File: config.mk
export PLATFORM = sky130hd
export DESIGN_NAME = smtts_top
export DESIGN_NICKNAME = d
export VERILOG_FILES = /design/src/smtts_pkg.sv /design/src/smtts_evt_if.sv /design/src/smtts_trap_decode.sv /design/src/smtts_status_bank.sv /design/src/smtts_top.sv
export VERILOG_INCLUDE_DIRS = /design/src
export SDC_FILE = /design/constraint.sdc
export NUM_CORES = 1
export LEC_CHECK = 0
export BUFFER_PORTS_ARGS = -buffer_cell sky130_fd_sc_hd__buf_4
export CORE_MARGIN = 2
export CORE_UTILIZATION = 51
export DETAILED_ROUTE_END_ITERATION = 16
export GPL_TIMING_DRIVEN = 0
export PLACE_DENSITY = 0.84
export SLEW_MARGIN = 20
export SYNTH_ARGS = -nofsm -noshare
export SYNTH_HDL_FRONTEND = slang
export SYNTH_SLANG_ARGS = --single-unit
File: constraint.sdc
create_clock -name mclk -period 2.7 [get_ports mclk]
set_input_delay 0.54 -clock mclk [delete_from_list [all_inputs] [get_ports mclk]]
set_output_delay 0.54 -clock mclk [all_outputs]
set_load 0.02 [all_outputs]
File: src/smtts_params.svh
`ifndef SMTTS_PARAMS_SVH
`define SMTTS_PARAMS_SVH

// ==========================================================
// Memory-mapped status offsets
`define SMTTS_OFF_TOP        8'h00
`define SMTTS_OFF_TOP_RC     8'h02
`define SMTTS_OFF_MIRROR     8'h04
`define SMTTS_OFF_STAT_RC    8'h06

// ==========================================================
// Configuration indices holding trap and timer enables, and the excluded bridge index range
`define SMTTS_IDX_HDR_EN_A   8'h41
`define SMTTS_IDX_HDR_EN_B   8'h42
`define SMTTS_IDX_UD_EN      8'h82
`define SMTTS_IDX_TMR_EN     8'h83
`define SMTTS_IDX_EXCL_LO    8'h40
`define SMTTS_IDX_EXCL_HI    8'h43

// ==========================================================
// Enable bit positions
`define SMTTS_EN_FN0_BIT     0
`define SMTTS_EN_FN1_BIT     3
`define SMTTS_EN_FN2_BIT     6
`define SMTTS_EN_FN3_BIT     0
`define SMTTS_EN_FN4_BIT     1
`define SMTTS_EN_UD1_BIT     4
`define SMTTS_EN_UD2_BIT     5
`define SMTTS_EN_UD3_BIT     6
`define SMTTS_EN_TMR1_BIT    0
`define SMTTS_EN_TMR2_BIT    1

// ==========================================================
// Second-level status bit positions
`define SMTTS_ST_TMR1        0
`define SMTTS_ST_TMR2        1
`define SMTTS_ST_UD1         2
`define SMTTS_ST_UD2         3
`define SMTTS_ST_UD3         4
`define SMTTS_ST_HDR         5
`define SMTTS_ST_WIDTH       6

// ==========================================================
// Top-level status bit positions
`define SMTTS_TOP_EVT0       0
`define SMTTS_TOP_EVT1       1
`define SMTTS_TOP_SECOND     9

// ==========================================================
// Reset values
`define SMTTS_RST_WORD       16'h0000
`define SMTTS_RST_CFG        8'h00
`define SMTTS_RST_STAT       6'h00
`define SMTTS_RST_TOP        2'h0

`endif

File: src/smtts_pkg.sv
package smtts_pkg;

	typedef logic [15:0] smtts_word_t;
	typedef logic [5:0]  smtts_stat_t;
	typedef logic [7:0]  smtts_byte_t;

	typedef enum logic [2:0] {
		SMTTS_FN_BRIDGE  = 3'h0,
		SMTTS_FN_PWRMGMT = 3'h1,
		SMTTS_FN_DISK    = 3'h2,
		SMTTS_FN_SOUND   = 3'h3,
		SMTTS_FN_DISPLAY = 3'h4
	} smtts_func_e;

	typedef enum logic {
		SMTTS_RD_IDLE = 1'b0,
		SMTTS_RD_ANS  = 1'b1
	} smtts_rd_e;

endpackage

File: src/smtts_evt_if.sv
`timescale 1ns/1ps

interface smtts_evt_if;
	smtts_pkg::smtts_stat_t set_vec;
	logic                   clr;
	smtts_pkg::smtts_stat_t status;

	modport decode (output set_vec);
	modport bank   (input set_vec, input clr, output status);
	modport top    (output clr, input status);
endinterface

File: src/smtts_trap_decode.sv
`timescale 1ns/1ps
`include "smtts_params.svh"

module smtts_trap_decode (
	// Header trap event
	input  wire logic                   hdr_trap_stb,
	input  wire smtts_pkg::smtts_func_e hdr_trap_func,
	input  wire smtts_pkg::smtts_byte_t hdr_trap_idx,
	// Device and timer events
	input  wire logic [2:0]             ud_hit,
	input  wire logic [1:0]             tmr_expire,
	// Enable registers
	input  wire smtts_pkg::smtts_byte_t en_hdr_a,
	input  wire smtts_pkg::smtts_byte_t en_hdr_b,
	input  wire smtts_pkg::smtts_byte_t en_ud,
	input  wire smtts_pkg::smtts_byte_t en_tmr,
	// Set requests
	smtts_evt_if.decode                 evt
);
	import smtts_pkg::*;

	function automatic logic hdr_enabled(smtts_func_e f, smtts_byte_t idx,
			smtts_byte_t a, smtts_byte_t b);
		logic en;
		en = 1'b0;
		unique case (f)
			SMTTS_FN_BRIDGE: begin
				en = a[`SMTTS_EN_FN0_BIT] &&
					!(idx >= `SMTTS_IDX_EXCL_LO && idx <= `SMTTS_IDX_EXCL_HI);
			end
			SMTTS_FN_PWRMGMT: en = a[`SMTTS_EN_FN1_BIT];
			SMTTS_FN_DISK:    en = a[`SMTTS_EN_FN2_BIT];
			SMTTS_FN_SOUND:   en = b[`SMTTS_EN_FN3_BIT];
			SMTTS_FN_DISPLAY: en = b[`SMTTS_EN_FN4_BIT];
			default:          en = 1'b0;
		endcase
		return en;
	endfunction

	always_comb begin
		evt.set_vec = '0;
		evt.set_vec[`SMTTS_ST_HDR] = hdr_trap_stb &&
			hdr_enabled(hdr_trap_func, hdr_trap_idx, en_hdr_a, en_hdr_b);
		evt.set_vec[`SMTTS_ST_UD3] = ud_hit[2] && en_ud[`SMTTS_EN_UD3_BIT];
		evt.set_vec[`SMTTS_ST_UD2] = ud_hit[1] && en_ud[`SMTTS_EN_UD2_BIT];
		evt.set_vec[`SMTTS_ST_UD1] = ud_hit[0] && en_ud[`SMTTS_EN_UD1_BIT];
		evt.set_vec[`SMTTS_ST_TMR2] = tmr_expire[1] &&
			en_tmr[`SMTTS_EN_TMR2_BIT];
		evt.set_vec[`SMTTS_ST_TMR1] = tmr_expire[0] &&
			en_tmr[`SMTTS_EN_TMR1_BIT];
	end

endmodule // smtts_trap_decode

File: src/smtts_status_bank.sv
`timescale 1ns/1ps
`include "smtts_params.svh"

module smtts_status_bank (
	// Clock and reset
	input  wire logic mclk,
	input  wire logic rst,
	// Set, clear and status
	smtts_evt_if.bank evt
);
	import smtts_pkg::*;

	smtts_stat_t stat_r;

	// ==========================================================
	// Sticky bits; a set in the clearing cycle survives
	always_ff @(posedge mclk or posedge rst) begin
		if (rst) begin
			stat_r <= `SMTTS_RST_STAT;
		end else if (evt.clr) begin
			stat_r <= evt.set_vec;
		end else begin
			stat_r <= stat_r | evt.set_vec;
		end
	end

	assign evt.status = stat_r;

endmodule // smtts_status_bank

File: src/smtts_top.sv
`timescale 1ns/1ps
`include "smtts_params.svh"

module smtts_top (
	// Clock and reset
	input  wire logic                   mclk,
	input  wire logic                   rst,
	// Memory-mapped status reads
	input  wire logic                   mem_rd_stb,
	input  wire smtts_pkg::smtts_byte_t mem_addr,
	output smtts_pkg::smtts_word_t      mem_rd_data,
	output logic                        mem_rd_ack,
	output logic                        mem_rd_err,
	// Configuration index access
	input  wire logic                   cfg_wr_stb,
	input  wire logic                   cfg_rd_stb,
	input  wire smtts_pkg::smtts_byte_t cfg_idx,
	input  wire smtts_pkg::smtts_byte_t cfg_wdata,
	output smtts_pkg::smtts_byte_t      cfg_rdata,
	output logic                        cfg_rd_ack,
	// Header trap event
	input  wire logic                   hdr_trap_stb,
	input  wire smtts_pkg::smtts_func_e hdr_trap_func,
	input  wire smtts_pkg::smtts_byte_t hdr_trap_idx,
	// Device traps, timers, other top-level sources
	input  wire logic [2:0]             ud_hit,
	input  wire logic [1:0]             tmr_expire,
	input  wire logic [1:0]             top_evt,
	// Management interrupt and status view
	output logic                        system_mgmt_irq,
	output smtts_pkg::smtts_stat_t      trap_status
);
	import smtts_pkg::*;

	// ==========================================================
	// Declarations
	smtts_evt_if evt ();

	smtts_byte_t en_hdr_a_r;
	smtts_byte_t en_hdr_b_r;
	smtts_byte_t en_ud_r;
	smtts_byte_t en_tmr_r;
	logic [1:0]  top_r;
	smtts_word_t top_word;
	smtts_word_t mirror_word;
	smtts_word_t rd_nxt;
	logic        rd_hit_nxt;
	logic        rd_clr_second;
	logic        rd_clr_top;
	smtts_rd_e   rd_state_r;
	smtts_word_t rd_data_r;
	logic        rd_err_r;
	smtts_byte_t cfg_rdata_r;
	logic        cfg_ack_r;
	logic        irq_r;
	smtts_stat_t trap_status_r;

	// ==========================================================
	// Shared decode of a status word from its sources
	function automatic smtts_word_t second_word(smtts_stat_t s);
		smtts_word_t w;
		w = `SMTTS_RST_WORD;
		w[`SMTTS_ST_WIDTH-1:0] = s;
		return w;
	endfunction

	function automatic smtts_word_t top_level_word(smtts_stat_t s,
			logic [1:0] t);
		smtts_word_t w;
		w = `SMTTS_RST_WORD;
		w[`SMTTS_TOP_SECOND] = |s;
		w[`SMTTS_TOP_EVT1]   = t[1];
		w[`SMTTS_TOP_EVT0]   = t[0];
		return w;
	endfunction

	// ==========================================================
	// Event qualification and sticky status
	smtts_trap_decode u_decode (
		.hdr_trap_stb  (hdr_trap_stb),
		.hdr_trap_func (hdr_trap_func),
		.hdr_trap_idx  (hdr_trap_idx),
		.ud_hit        (ud_hit),
		.tmr_expire    (tmr_expire),
		.en_hdr_a      (en_hdr_a_r),
		.en_hdr_b      (en_hdr_b_r),
		.en_ud         (en_ud_r),
		.en_tmr        (en_tmr_r),
		.evt           (evt.decode)
	);

	smtts_status_bank u_bank (
		.mclk (mclk),
		.rst  (rst),
		.evt  (evt.bank)
	);

	// ==========================================================
	// Enable registers at their configuration indices
	// One block per index; writes to other indices are dropped
	always_ff @(posedge mclk or posedge rst) begin
		if (rst) begin
			en_hdr_a_r <= `SMTTS_RST_CFG;
		end else if (cfg_wr_stb && cfg_idx == `SMTTS_IDX_HDR_EN_A) begin
			en_hdr_a_r <= cfg_wdata;
		end
	end

	always_ff @(posedge mclk or posedge rst) begin
		if (rst) begin
			en_hdr_b_r <= `SMTTS_RST_CFG;
		end else if (cfg_wr_stb && cfg_idx == `SMTTS_IDX_HDR_EN_B) begin
			en_hdr_b_r <= cfg_wdata;
		end
	end

	always_ff @(posedge mclk or posedge rst) begin
		if (rst) begin
			en_ud_r <= `SMTTS_RST_CFG;
		end else if (cfg_wr_stb && cfg_idx == `SMTTS_IDX_UD_EN) begin
			en_ud_r <= cfg_wdata;
		end
	end

	always_ff @(posedge mclk or posedge rst) begin
		if (rst) begin
			en_tmr_r <= `SMTTS_RST_CFG;
		end else if (cfg_wr_stb && cfg_idx == `SMTTS_IDX_TMR_EN) begin
			en_tmr_r <= cfg_wdata;
		end
	end

	// Index reads answer one cycle later; unknown indices read zero
	always_ff @(posedge mclk or posedge rst) begin
		if (rst) begin
			cfg_ack_r <= 1'b0;
		end else begin
			cfg_ack_r <= cfg_rd_stb;
		end
	end

	// Data holds until the next index read
	always_ff @(posedge mclk or posedge rst) begin
		if (rst) begin
			cfg_rdata_r <= `SMTTS_RST_CFG;
		end else if (cfg_rd_stb) begin
			unique case (cfg_idx)
				`SMTTS_IDX_HDR_EN_A: cfg_rdata_r <= en_hdr_a_r;
				`SMTTS_IDX_HDR_EN_B: cfg_rdata_r <= en_hdr_b_r;
				`SMTTS_IDX_UD_EN:    cfg_rdata_r <= en_ud_r;
				`SMTTS_IDX_TMR_EN:   cfg_rdata_r <= en_tmr_r;
				default:             cfg_rdata_r <= `SMTTS_RST_CFG;
			endcase
		end
	end

	assign cfg_rdata  = cfg_rdata_r;
	assign cfg_rd_ack = cfg_ack_r;

	// ==========================================================
	// Top-level sticky sources behind bits 1 and 0
	// Bit 9 is not stored: it follows the second level directly,
	// so it can never disagree with the detail below it.
	always_ff @(posedge mclk or posedge rst) begin
		if (rst) begin
			top_r <= `SMTTS_RST_TOP;
		end else if (rd_clr_top) begin
			top_r <= top_evt;
		end else begin
			top_r <= top_r | top_evt;
		end
	end

	assign top_word    = top_level_word(evt.status, top_r);
	assign mirror_word = second_word(evt.status);

	// ==========================================================
	// Read decode
	always_comb begin
		rd_nxt     = `SMTTS_RST_WORD;
		rd_hit_nxt = 1'b1;
		unique case (mem_addr)
			`SMTTS_OFF_TOP: begin
				rd_nxt = top_word;
			end
			`SMTTS_OFF_TOP_RC: begin
				rd_nxt = top_word;
			end
			`SMTTS_OFF_MIRROR: begin
				rd_nxt = mirror_word;
			end
			`SMTTS_OFF_STAT_RC: begin
				rd_nxt = mirror_word;
			end
			default: begin
				rd_hit_nxt = 1'b0;
			end
		endcase
	end

	// Clear strobes, kept apart from the data mux
	always_comb begin
		rd_clr_second = 1'b0;
		rd_clr_top    = 1'b0;
		unique case (mem_addr)
			`SMTTS_OFF_TOP_RC: begin
				rd_clr_top = mem_rd_stb;
			end
			`SMTTS_OFF_STAT_RC: begin
				rd_clr_second = mem_rd_stb;
			end
			default: begin
			end
		endcase
	end

	// Data is captured before the clear lands, so nothing is lost
	assign evt.clr = rd_clr_second;

	// ==========================================================
	// Read answer state
	// Ack comes from state, not the strobe, so it never glitches
	always_ff @(posedge mclk or posedge rst) begin
		if (rst) begin
			rd_state_r <= SMTTS_RD_IDLE;
		end else begin
			unique case (rd_state_r)
				SMTTS_RD_IDLE: begin
					if (mem_rd_stb) begin
						rd_state_r <= SMTTS_RD_ANS;
					end
				end
				SMTTS_RD_ANS: begin
					if (!mem_rd_stb) begin
						rd_state_r <= SMTTS_RD_IDLE;
					end
				end
			endcase
		end
	end

	// Data holds between reads; an unmapped offset reads zero
	always_ff @(posedge mclk or posedge rst) begin
		if (rst) begin
			rd_data_r <= `SMTTS_RST_WORD;
		end else if (mem_rd_stb) begin
			rd_data_r <= rd_nxt;
		end
	end

	always_ff @(posedge mclk or posedge rst) begin
		if (rst) begin
			rd_err_r <= 1'b0;
		end else if (mem_rd_stb) begin
			rd_err_r <= !rd_hit_nxt;
		end
	end

	assign mem_rd_data = rd_data_r;
	assign mem_rd_ack  = (rd_state_r == SMTTS_RD_ANS);
	assign mem_rd_err  = mem_rd_ack && rd_err_r;

	// ==========================================================
	// Interrupt and status outputs
	// Registered so the mirror read path never feeds the pin
	always_ff @(posedge mclk or posedge rst) begin
		if (rst) begin
			irq_r <= 1'b0;
		end else begin
			irq_r <= |top_level_word(evt.status, top_r);
		end
	end

	always_ff @(posedge mclk or posedge rst) begin
		if (rst) begin
			trap_status_r <= `SMTTS_RST_STAT;
		end else begin
			trap_status_r <= evt.status;
		end
	end

	assign system_mgmt_irq = irq_r;
	assign trap_status     = trap_status_r;

endmodule // smtts_top

# Word-level counts from Yosys, hierarchy flattened
# Cells that the tools add are included.
# classes
eq_ne,11
n_reduce_logical,22
div_mod_pow,0
mul,0
addsub,0
muxes,9
n_bitwise,2
shift,0
magnitude_cmp,2
# ops
operator,count
$pmux 8 s4,1
$pmux 10 s2,1
$eq 8x3->1 const B,2
$eq 8x7->1 const B,2
$eq 8x8->1 const B,2
$logic_and 1x1->1,13
$eq 8x2->1 const B,1
$ge 8x7->1 const B,1
$le 8x7->1 const B,1
$logic_not 8->1,1
$reduce_or 8->1,1
$eq 3x2->1 const B,2
$mux 6,1
$or 6x6->6,1
$reduce_or 6->1,1
$pmux 1 s5,1
$mux 1,4
$reduce_or 2->1,2
$reduce_or 4->1,1
$eq 3x1->1 const B,1
$eq 3x3->1 const B,1
$logic_not 3->1,1
$logic_not 1->1,2
$mux 2,1
$or 2x2->2,1
# word_totals
wordCells,59
latch_bits,0
romBits,0
register_bits,74
n_memories,0
ram_bits,0
out_inout_bits,34
input_bits,48

# Longest topological paths before layout
# Gate-level depths: netlist of run 1.
# logic_depth
ltp_word,8
mapped_depth,5
mapped_depth_nobuf,4

# Modules after synthesis
# From an unflattened synthesis of run 1, not the netlist that was laid out.
# unflattened
cells_unflattened,239
area_unflattened_um2,2964.1
# modules_own_cells
mod,seq_area_each_um2,n_inst,cells_each,area_each_um2
smtts_top,1476.4,1,209,2652.5
smtts_status_bank,150.1,1,14,202.7
smtts_trap_decode,0.0,1,16,108.9

# Worst setup path after synthesis of run 1
# Ideal clock, no wire load.
# synth_path
path_kind,input-to-reg
start,input cfg_idx[6]
end,register en_tmr_r[0]
stages,5
setup_slack_ns,0.588
path_buffers,1
arrival_ns,1.987
cell_sequence,or4b_4 > nor4b_4 > buf_6 > nand3_4 > mux2_4
# synth_between
elab_chain_cells,2
# synth_rtl
item,line_no,text
start: declaration,smtts_top.sv:17,"input wire smtts_pkg::smtts_byte_t cfg_idx,"
$eq 8x8->1,-,
$logic_and 1x1->1 (no line),-,
end signal: assignment,smtts_top.sv:127,en_tmr_r <= `SMTTS_RST_CFG;
end signal: assignment,smtts_top.sv:129,en_tmr_r <= cfg_wdata;
end: declaration,smtts_top.sv:42,smtts_byte_t en_tmr_r;
# Every way passes these cells.
# A chain may end at the register's enable or synchronous reset.

# Final worst setup path of run 1
# layout_path
start,input cfg_idx[7]
end,register en_hdr_b_r[4]
# layout_between
elab_chain_cells,2
# layout_rtl
item,line_no,text
$eq 8x7->1,-,
$logic_and 1x1->1 (no line),-,
end signal: assignment,smtts_top.sv:111,en_hdr_b_r <= `SMTTS_RST_CFG;
end signal: assignment,smtts_top.sv:113,en_hdr_b_r <= cfg_wdata;
end: declaration,smtts_top.sv:40,smtts_byte_t en_hdr_b_r;
# Every way passes these cells.

==> results by group, run 1 <==
Global routing
  – Vias in the first global route: 2,030
  – Global-route wire length before repair: 9830 um
  – Overflow after GRT: 0
  – Most Crowded Layer GR: met2
  – Met1 Track Usage GR: 26.6%
  – GRT Total Usage: 21.0%
  – Met3 Use GR: 5.45%
  – Met2 usage in global routing: 34.5%
  – Initial antenna violation count: 0
  – Largest net degree at the start of global routing: 51

STA
  – Worst slew margin: 29.6%
  – RSZ-0062 raised after global routing: false
  – Final setup TNS: 0 ps
  – F_max: 0.454 GHz
  – Final Hold Vio Count: 0
  – Hold WS: 127 ps
  – Worst Skew: 8.87 ps
  – Actual slew at the worst max-slew pin: 1050 ps
  – Setup violations, final: 0
  – Max-slew violation count: 0
  – Post-layout min period: 2200 ps
  – Period utilization: 81.7%

Setup path
  – R2R depth: 3
  – Worst Path Arrival: 2420 ps
  – Worst setup path endpoint: en_hdr_b_r[4]
  – FF-to-FF setup slack: 1400 ps
  – Startpoint types: input port
  – CP required: 2920 ps
  – Crit Path Class: in -> reg
  – Crit path from: cfg_idx[7]
  – Reg-to-reg startpoint: u_bank.evt.status[3]
  – Worst reg2reg endpoint: system_mgmt_irq
  – Setup crit end kind: flop
  – Crit path max fanout: 10

Synth
  – Synth area leaders: dfrtp_1 (57%), mux2_2 (13%), mux2_4 (4.2%)
  – Sequential cell area fraction in the yosys report: 56.5%
  – YS warnings: 0
  – Gate Count Post-Synth: 217
  – #FFs+latches synth: 65
  – Yosys top cell by area: dfrtp_1
  – Post-synth top area share: 56.5%
  – Synth Cell Area: 2880 um2
  – Yosys cell types: 41
  – Synth Area per Inst: 13.3 um2

Cells and area
  – Leading cell type in the layout, fill and taps excluded: buf_4
  – Area of the multi-input gates: 1110 um2
  – Layout area overhead: 31.4%
  – Share of cells above drive strength 1: 46.6%
  – Final-layout fill cell count: 415
  – Register area: 1630 um2
  – Post-Layout Inst Area: 3780 um2
  – Most frequent cells in the layout: buf_4 (79), dfrtp_1 (65), mux2_2 (32), inv_1 (20)
  – Ant. Diodes: 0
  – Nets: 355

Status
  – Status: completed

Placed design
  – Placed standard-cell area: 3550 um2
  – IO buf count: 70
  – GP Congestion: 0.814
  – Hpwl dp: 4330 um

CTS
  – Htree depth: 3
  – Worst-path clk slew: 70 ps
  – Root Driver: clkbuf_8
  – Clk sinks: 65
  – Cts bufs inserted: 9
  – # hold bufs at CTS: 0
  – Clock buffer depth: 2
  – Post-CTS setup buffers: 0
  – Post_cts resized: 0
  – TritonCTS clock tree: built
  – Worst skew pair latency: 340 ps

Power and ir drop
  – Comb pwr share: 13.0%
  – Sequential power share: 47.1%
  – Pint: 1810 uW
  – Static leakage: 0.00185 uW
  – Pwr dens: 622 nW/um2
  – Sw frac: 23.3%
  – Psw: 547 uW
  – Worst vdd ir: 0.364 mV
  – Power Total: 2350 uW
  – Clock power share: 39.9%

Routing
  – Total wire length: 6030 um
  – DR pass1 iterations: 4
  – Vias: 2,028
  – Routed Antenna Nets: 0
  – DR vias/cell: 5.30
  – Initial DRC Count: 142
  – Remaining DRCs: 0
  – Wire per inst: 15.7 um

Floorplanning
  – Core area: 5470 um2
  – Die H: 79.1 um
  – Initial Util: 52.6%
  – FP Rows: 27
  – Die W: 79.1 um
  – I/O Pins: 82
  – DIE AREA: 6260 um2

Hold path
  – Min-delay worst type: in -> async

Flow run
  – Number of max-cap violations: 0
==> synth_stat cells (all sizes together) <==
library cell and instances:
a21o 2, a21oi 3, nand2 2, o21a 1, mux2 41, and3 1, a2bb2o 1, inv 21
conb 1, mux2i 1, o21ai 4, a22oi 7, nand3b 2, nand3 7, clkbuf 3, a311o 1
or4b 1, a221oi 1, nor3b 1, o22ai 12, buf 11, nor4 3, nand4b 2, a22o 12
or3 1, and2 2, a32o 1, nor2 2, nand4 1, nor4b 4, dfrtp 65
==> sequential cells by signal (all words and copies together) (netlist names), 2 cells and up <==
signal / count
cfg_rdata: 8
top_r: 2
u_bank.evt.status: 6
en_hdr_b_r: 8
mem_rd_data: 7
en_ud_r: 8
en_tmr_r: 8
en_hdr_a_r: 8
trap_status: 6
==> critical path: stages <==
cell,delay (ps)
buf_4,110
nor4b_1,570
clkbuf_1,460
nand3_2,360
mux2_2,380
==> how the worst min path moves through the flow <==
stage	start	end	slack, ps	cells after the start
after floorplan	u_bank.evt.status[5]	trap_status[5]	370	0
after global placement	u_bank.evt.status[5]	trap_status[5]	390	0
after detailed placement	u_bank.evt.status[5]	trap_status[5]	400	0
after CTS	rst	mem_rd_data[3]	120	2
after global routing	rst	mem_rd_data[3]	130	2
final	rst	mem_rd_data[3]	130	2
==> routing by layer <==
layer  vias up  part of all wire [%]
met3        12                   7.1
met1       978                    42
met2        74                    49
met5         -                     0
met4         0                   1.6
li1        964                     -
==> kinds of logic (layout without fill, tap and decap cells) <==
| group | after synthesis | count (layout) | share of synthesized area (%) |
|---|---|---|---|
| AOI/OAI and AO/OA | 45 | 45 | 11.4 |
| buffers and inverters | 35 | 121 | 6.04 |
| DFF | 65 | 65 | 56.5 |
| muxes | 42 | 42 | 17.4 |
| other | 1 | 9 | 0.130 |
| and+or+nand+nor | 29 | 29 | 8.44 |
==> power groups by stage <==
stage / sequential (uW) / combinational [uW] / clock [uW]
3_3_place_gp: 1120 / 293 / 0
5_1_grt: 1120 / 333 / 1000
2_1_floorplan: 1150 / 129 / 0
3_5_place_dp: 1130 / 307 / 0
4_1_cts: 1110 / 308 / 957
6_report: 1110 / 306 / 938
==> area by class of cell <==
type / count / share of cell area [%]
repair buffers: 71 / 14.6
clock inverters: 2 / 1.59
plain buffers: 14 / 2.51
flip-flops and latches: 65 / 43.0
clock buffers: 13 / 4.47
multi-input cells: 125 / 29.3
well taps: 72 / 2.38
inverters: 21 / 2.15
==> per-stage QoR <==
stage                     cells  utilization [%]  worst slack [ps]
after floorplan             225                -               534
after global placement      367             64.4              -139
after detailed placement    368             64.9               180
after CTS                   383             69.1               543
after global routing        383             69.1               317
final                       383             69.1               495
Note: power is estimated with default switching activity, not from simulation.
==> run 2, diff against run 1 <==
Clock period 2.7 ns to 2.1 ns, I/O delays scaled along.
==> run 2 against run 1 <==
Net effect:
- worst setup slack worse by 420 ps
- first-iteration DRC count is 27% lower
- sequential share of layout area is 0.18 points lower
- clock skew is 2.8 ps lower
- non-clock buffer count is 1 higher
- via count is 0.39% lower
- total power is 28% higher
- sequential cell count stayed put
- count of clock-buffer cells in the layout stayed put
- wire length is 0.30% lower
- die area stayed put
- design area is 0.43% higher
- critical path type unchanged
- critical endpoint unchanged
==> results by group, run 2 (synthesis results as in run 1) <==
Status
  – Status: completed

Power and ir drop
  – Psw: 699 uW
  – Worst vdd ir: 0.466 mV
  – Sequential power share: 47.1%
  – Pwr dens: 795 nW/um2
  – Static leakage: 0.00186 uW
  – Power Total: 3020 uW
  – Sw frac: 23.1%
  – Clock power share: 39.8%
  – Comb pwr share: 13.1%
  – Pint: 2320 uW

STA
  – Worst Setup Slack, final: 77.6 ps
  – Worst slew margin: 29.5%
  – Actual slew at the worst max-slew pin: 1050 ps
  – Setup violations, final: 0
  – F_max: 0.494 GHz
  – Final Hold Vio Count: 0
  – RSZ-0062 raised after global routing: false
  – Hold WS: 198 ps
  – Max-slew violation count: 0
  – Post-layout min period: 2020 ps
  – Worst Skew: 6.04 ps
  – Period utilization: 96.3%

Cells and area
  – Register area: 1630 um2
  – Final Non-Filler Cells: 384
  – Nets: 356
  – Share of cells above drive strength 1: 46.8%
  – Most frequent cells in the layout: buf_4 (79), dfrtp_1 (65), mux2_2 (32), inv_1 (20)
  – Final-layout fill cell count: 413
  – Layout area overhead: 32.0%
  – Area of the multi-input gates: 1110 um2
  – Leading cell type in the layout, fill and taps excluded: buf_4
  – Post-Layout Inst Area: 3800 um2
  – Ant. Diodes: 0

Setup path
  – Crit path max fanout: 10
  – Crit Path Class: in -> reg
  – Worst Path Arrival: 2240 ps
  – R2R depth: 3
  – FF-to-FF setup slack: 810 ps
  – Worst reg2reg endpoint: system_mgmt_irq
  – Setup crit end kind: flop
  – Startpoint types: input port
  – Reg-to-reg startpoint: u_bank.evt.status[3]
  – CP required: 2320 ps

CTS
  – TritonCTS clock tree: built
  – Worst-path clk slew: 70 ps
  – Worst skew pair latency: 330 ps
  – Cts bufs inserted: 9
  – Clk sinks: 65
  – Post-CTS setup buffers: 0
  – Htree depth: 3
  – Clock buffer depth: 2
  – Root Driver: clkbuf_8

Global routing
  – Vias in the first global route: 2,030
  – Initial antenna violation count: 0
  – Largest net degree at the start of global routing: 51
  – GRT Total Usage: 21.0%
  – Global-route wire length before repair: 9830 um
  – Overflow after GRT: 0

Placed design
  – Placed standard-cell area: 3550 um2
  – GP Congestion: 0.814
  – IO buf count: 70
  – DP Worst Slack: -300 ps
  – Placed cell count: 368
  – Hpwl dp: 4330 um

Routing
  – DR vias/cell: 5.26
  – Routed Antenna Nets: 0
  – Total wire length: 6010 um
  – DR pass1 iterations: 4
  – Vias: 2,020
  – Initial DRC Count: 103
  – Remaining DRCs: 0
  – Wire per inst: 15.7 um

Flow run
  – Number of max-cap violations: 0

Floorplanning
  – FP Rows: 27
  – DIE AREA: 6260 um2
  – Die W: 79.1 um
  – Initial Util: 52.6%
  – I/O Pins: 82
  – Core area: 5470 um2
  – Die H: 79.1 um

Hold path
  – Worst Hold End: cfg_rd_ack
  – Min-delay worst type: in -> reg
  – Hold Path Stages: 1
  – Min-delay src: cfg_rd_stb
==> run 2: cell types whose count changed in the layout (fill, tap and decap cells not counted) <==
cell and delta:
nor4b_2 +1, dlygate4sd3_1 +1, nor4b_1 -1
==> run 2: layout make-up <==
cell class,instances,area share [%]
sequential,65,42.8
multi-input combinational,125,29.3
timing repair buffer,72,14.8
clock buffer,13,4.45
buffer,14,2.50
tap,72,2.37
inverter,21,2.14
clock inverter,2,1.58
==> run 2: worst max path at each step <==
stage / from / to / cells past startpoint
global placement: rst / cfg_rdata[1] / 2
floorplan: rst / cfg_rd_ack / 1
detailed placement: cfg_idx[7] / en_hdr_b_r[4] / 5
global route: cfg_idx[0] / en_hdr_b_r[0] / 4
CTS: cfg_idx[7] / en_hdr_b_r[0] / 5
finish: cfg_idx[0] / en_hdr_b_r[4] / 4
==> run 2: timing repair <==
item,CTS,global route
resized for setup,0,1
hold buffers,1,0
hold endpoints to repair,4,0
endpoints found under the setup margin,0,16
==> run 2: power by group through the flow <==
stage | clock network, uW | registers (uW) | logic, uW
finish | 1200 | 1420 | 396
floorplan | 0 | 1480 | 166
CTS | 1230 | 1420 | 398
global placement | 0 | 1440 | 376
global route | 1290 | 1430 | 430
detailed placement | 0 | 1450 | 395
==> run 2: worst max-delay path, cell delays in order <==
cell and delay [ps]:
buf_4 120, nor4b_2 910, nand3_2 410, mux2_2 380
==> run 2: metrics by stage <==
step / setup TNS, ps / utilization, %
2_1_floorplan: 0 / -
3_3_place_gp: -46630 / 64.4
3_5_place_dp: -8090 / 64.9
4_1_cts: 0 / 69.3
5_1_grt: 0 / 69.4
6_report: 0 / 69.4
==> run 2: metal layers <==
metal  part of all wire (%)  global-route usage [%]
met1                     42                    26.6
met2                     49                    34.5
met3                    7.0                    5.45
met4                    1.6                    8.45
met5                      0                       0
==> run 3, diff against run 2 <==
Settings changed: CORE_UTILIZATION 51 to 54, CTS_BUF_LIST from default to sky130_fd_sc_hd__clkbuf_8, PLACE_DENSITY 0.84 to 0.87.
==> run 3 against run 2 <==
Net effect:
- clock skew down 0.83 ps
- count of clock-buffer cells in the layout down 3
- sequential cell count unchanged
- highest routed layer unchanged
==> results by group, run 3 (synthesis results as in run 1) <==
Status
  – Status: completed

Global routing
  – Global-route wire length before repair: 10,400 um
  – Vias in the first global route: 2,156
  – Largest net degree at the start of global routing: 44
  – GRT Total Usage: 23.0%
  – Initial antenna violation count: 0
  – Overflow after GRT: 0

Setup path
  – Startpoint types: input port
  – FF-to-FF setup slack: 750 ps
  – R2R depth: 3
  – Crit Path Class: in -> reg
  – Worst Path Arrival: 2150 ps
  – Setup crit end kind: flop
  – Critical path's slowest cell: clkbuf_1
  – CP cell instances: buf_4 -> nor4b_2 -> clkbuf_1 -> nand3_2 -> mux2_2
  – CP required: 2330 ps
  – Crit path max fanout: 10
  – CP max stage delay: 470 ps

Power and ir drop
  – Comb pwr share: 12.7%
  – Psw: 762 uW
  – Static leakage: 0.00187 uW
  – Pwr dens: 823 nW/um2
  – Clock power share: 41.9%
  – Worst vdd ir: 0.478 mV
  – Sw frac: 24.2%
  – Sequential power share: 45.4%
  – Pint: 2380 uW

STA
  – F_max: 0.522 GHz
  – Post-layout min period: 1920 ps
  – Actual slew at the worst max-slew pin: 684 ps
  – RSZ-0062 raised after global routing: false
  – Worst Skew: 5.20 ps
  – Period utilization: 91.2%
  – Setup violations, final: 0
  – Worst slew margin: 54.1%
  – Final Hold Vio Count: 0
  – Max-slew violation count: 0

Cells and area
  – Ant. Diodes: 0
  – Most frequent cells in the layout: buf_4 (79), dfrtp_1 (65), mux2_2 (32), inv_1 (20)
  – Share of cells above drive strength 1: 47.8%
  – Final Non-Filler Cells: 382
  – Area of the multi-input gates: 1140 um2
  – Layout area overhead: 32.9%
  – Final-layout fill cell count: 360
  – Register area: 1630 um2
  – Leading cell type in the layout, fill and taps excluded: buf_4
  – Post-Layout Inst Area: 3820 um2
  – Nets: 355

Routing
  – Top sig layer: met4
  – Met3 wire len: 341 um
  – DR vias/cell: 5.38
  – Wire per inst: 16.5 um
  – Remaining DRCs: 0
  – Routed Antenna Nets: 0
  – Vias: 2,054
  – Initial DRC Count: 87
  – DR pass1 iterations: 4
  – Total wire length: 6310 um
  – Met2 Wirelength: 3270 um
  – Met1 wire length: 2600 um

CTS
  – # hold bufs at CTS: 0
  – Htree depth: 3
  – Clk sinks: 65
  – Clock buffer depth: 2
  – Cts bufs inserted: 9
  – Worst-path clk slew: 70 ps
  – Worst skew pair latency: 340 ps
  – TritonCTS clock tree: built
  – Post-CTS setup buffers: 0
  – Root Driver: clkbuf_8

Floorplanning
  – Core area: 5140 um2
  – DIE AREA: 5930 um2
  – Die H: 77 um
  – Initial Util: 56.0%
  – I/O Pins: 82
  – Die W: 77 um
  – FP Rows: 26

Flow run
  – Number of max-cap violations: 0

Placed design
  – Placed cell count: 366
  – Placed standard-cell area: 3540 um2
  – GP Congestion: 0.851
  – IO buf count: 70
  – Hpwl dp: 4390 um

Hold path
  – Min-delay worst type: in -> async
-- run 3: changes by cell type in the layout (fill, tap and decap cells not counted), sizes merged --
cell	before	now
clkbuf	16	13
clkinvlp	0	2
bufinv	2	3
dlygate4sd3	1	0
inv	21	22
-- run 3: critical path: cells and delay by family --
kind,cells,cell delay (ps)
AND/OR/NAND/NOR,2,770
buffers and inverters,2,580
multiplexers,1,370
-- run 3: path summary, 6_finish.rpt --
| check | startpoint | end |
|---|---|---|
| setup / recovery | cfg_idx[7] | en_hdr_b_r[4] |
| hold / removal | rst | mem_rd_data[3] |
| setup reg to reg | u_bank.evt.status[3] | system_mgmt_irq |
| hold reg to reg | u_bank.evt.status[5] | trap_status[5] |
| max in group asynchronous | rst | en_hdr_a_r[1] |
| min in group mclk | cfg_rd_stb | cfg_rd_ack |
-- run 3: area by class of cell --
| class | count | share of cell area (%) |
|---|---|---|
| inverters | 21 | 2.13 |
| clock inverters | 6 | 2.98 |
| plain buffers | 14 | 2.49 |
| repair buffers | 71 | 14.3 |
| multi-input cells | 125 | 29.7 |
| flip-flops and latches | 65 | 42.5 |
| clock buffers | 10 | 3.60 |
| well taps | 70 | 2.29 |
-- run 3: metrics by stage --
stage,utilization (%),power (uW),setup WS [ps],TNS (ps),hold WS [ps]
after floorplan,-,1640,53.5,0,374
after global placement,68.5,1820,-608,-45770,389
after detailed placement,68.9,1840,-352,-8770,395
after CTS,73.8,3150,16.7,0,23.9
after global routing,74.4,3250,124,0,29.0
final,74.4,3150,184,0,26.6
-- run 3: per-layer routing --
layer	vias up	GRT usage (%)
met5	-	0
met1	1012	26.6
met2	71	40.1
met3	10	6.35
met4	0	9.82
li1	961	-
-- run 3: what timing repair did --
item                                   4_1_cts  5_1_grt
setup endpoints to repair                    0       18
endpoints found under the hold margin        0        0
gates resized for setup                      0        3
-- run 3: power by group through the flow --
stage	Combinational, uW	Sequential [uW]	Clock [uW]
6_report	400	1430	1320
5_1_grt	432	1440	1380
4_1_cts	397	1420	1330
3_5_place_dp	395	1450	0
3_3_place_gp	376	1440	0
2_1_floorplan	166	1480	0
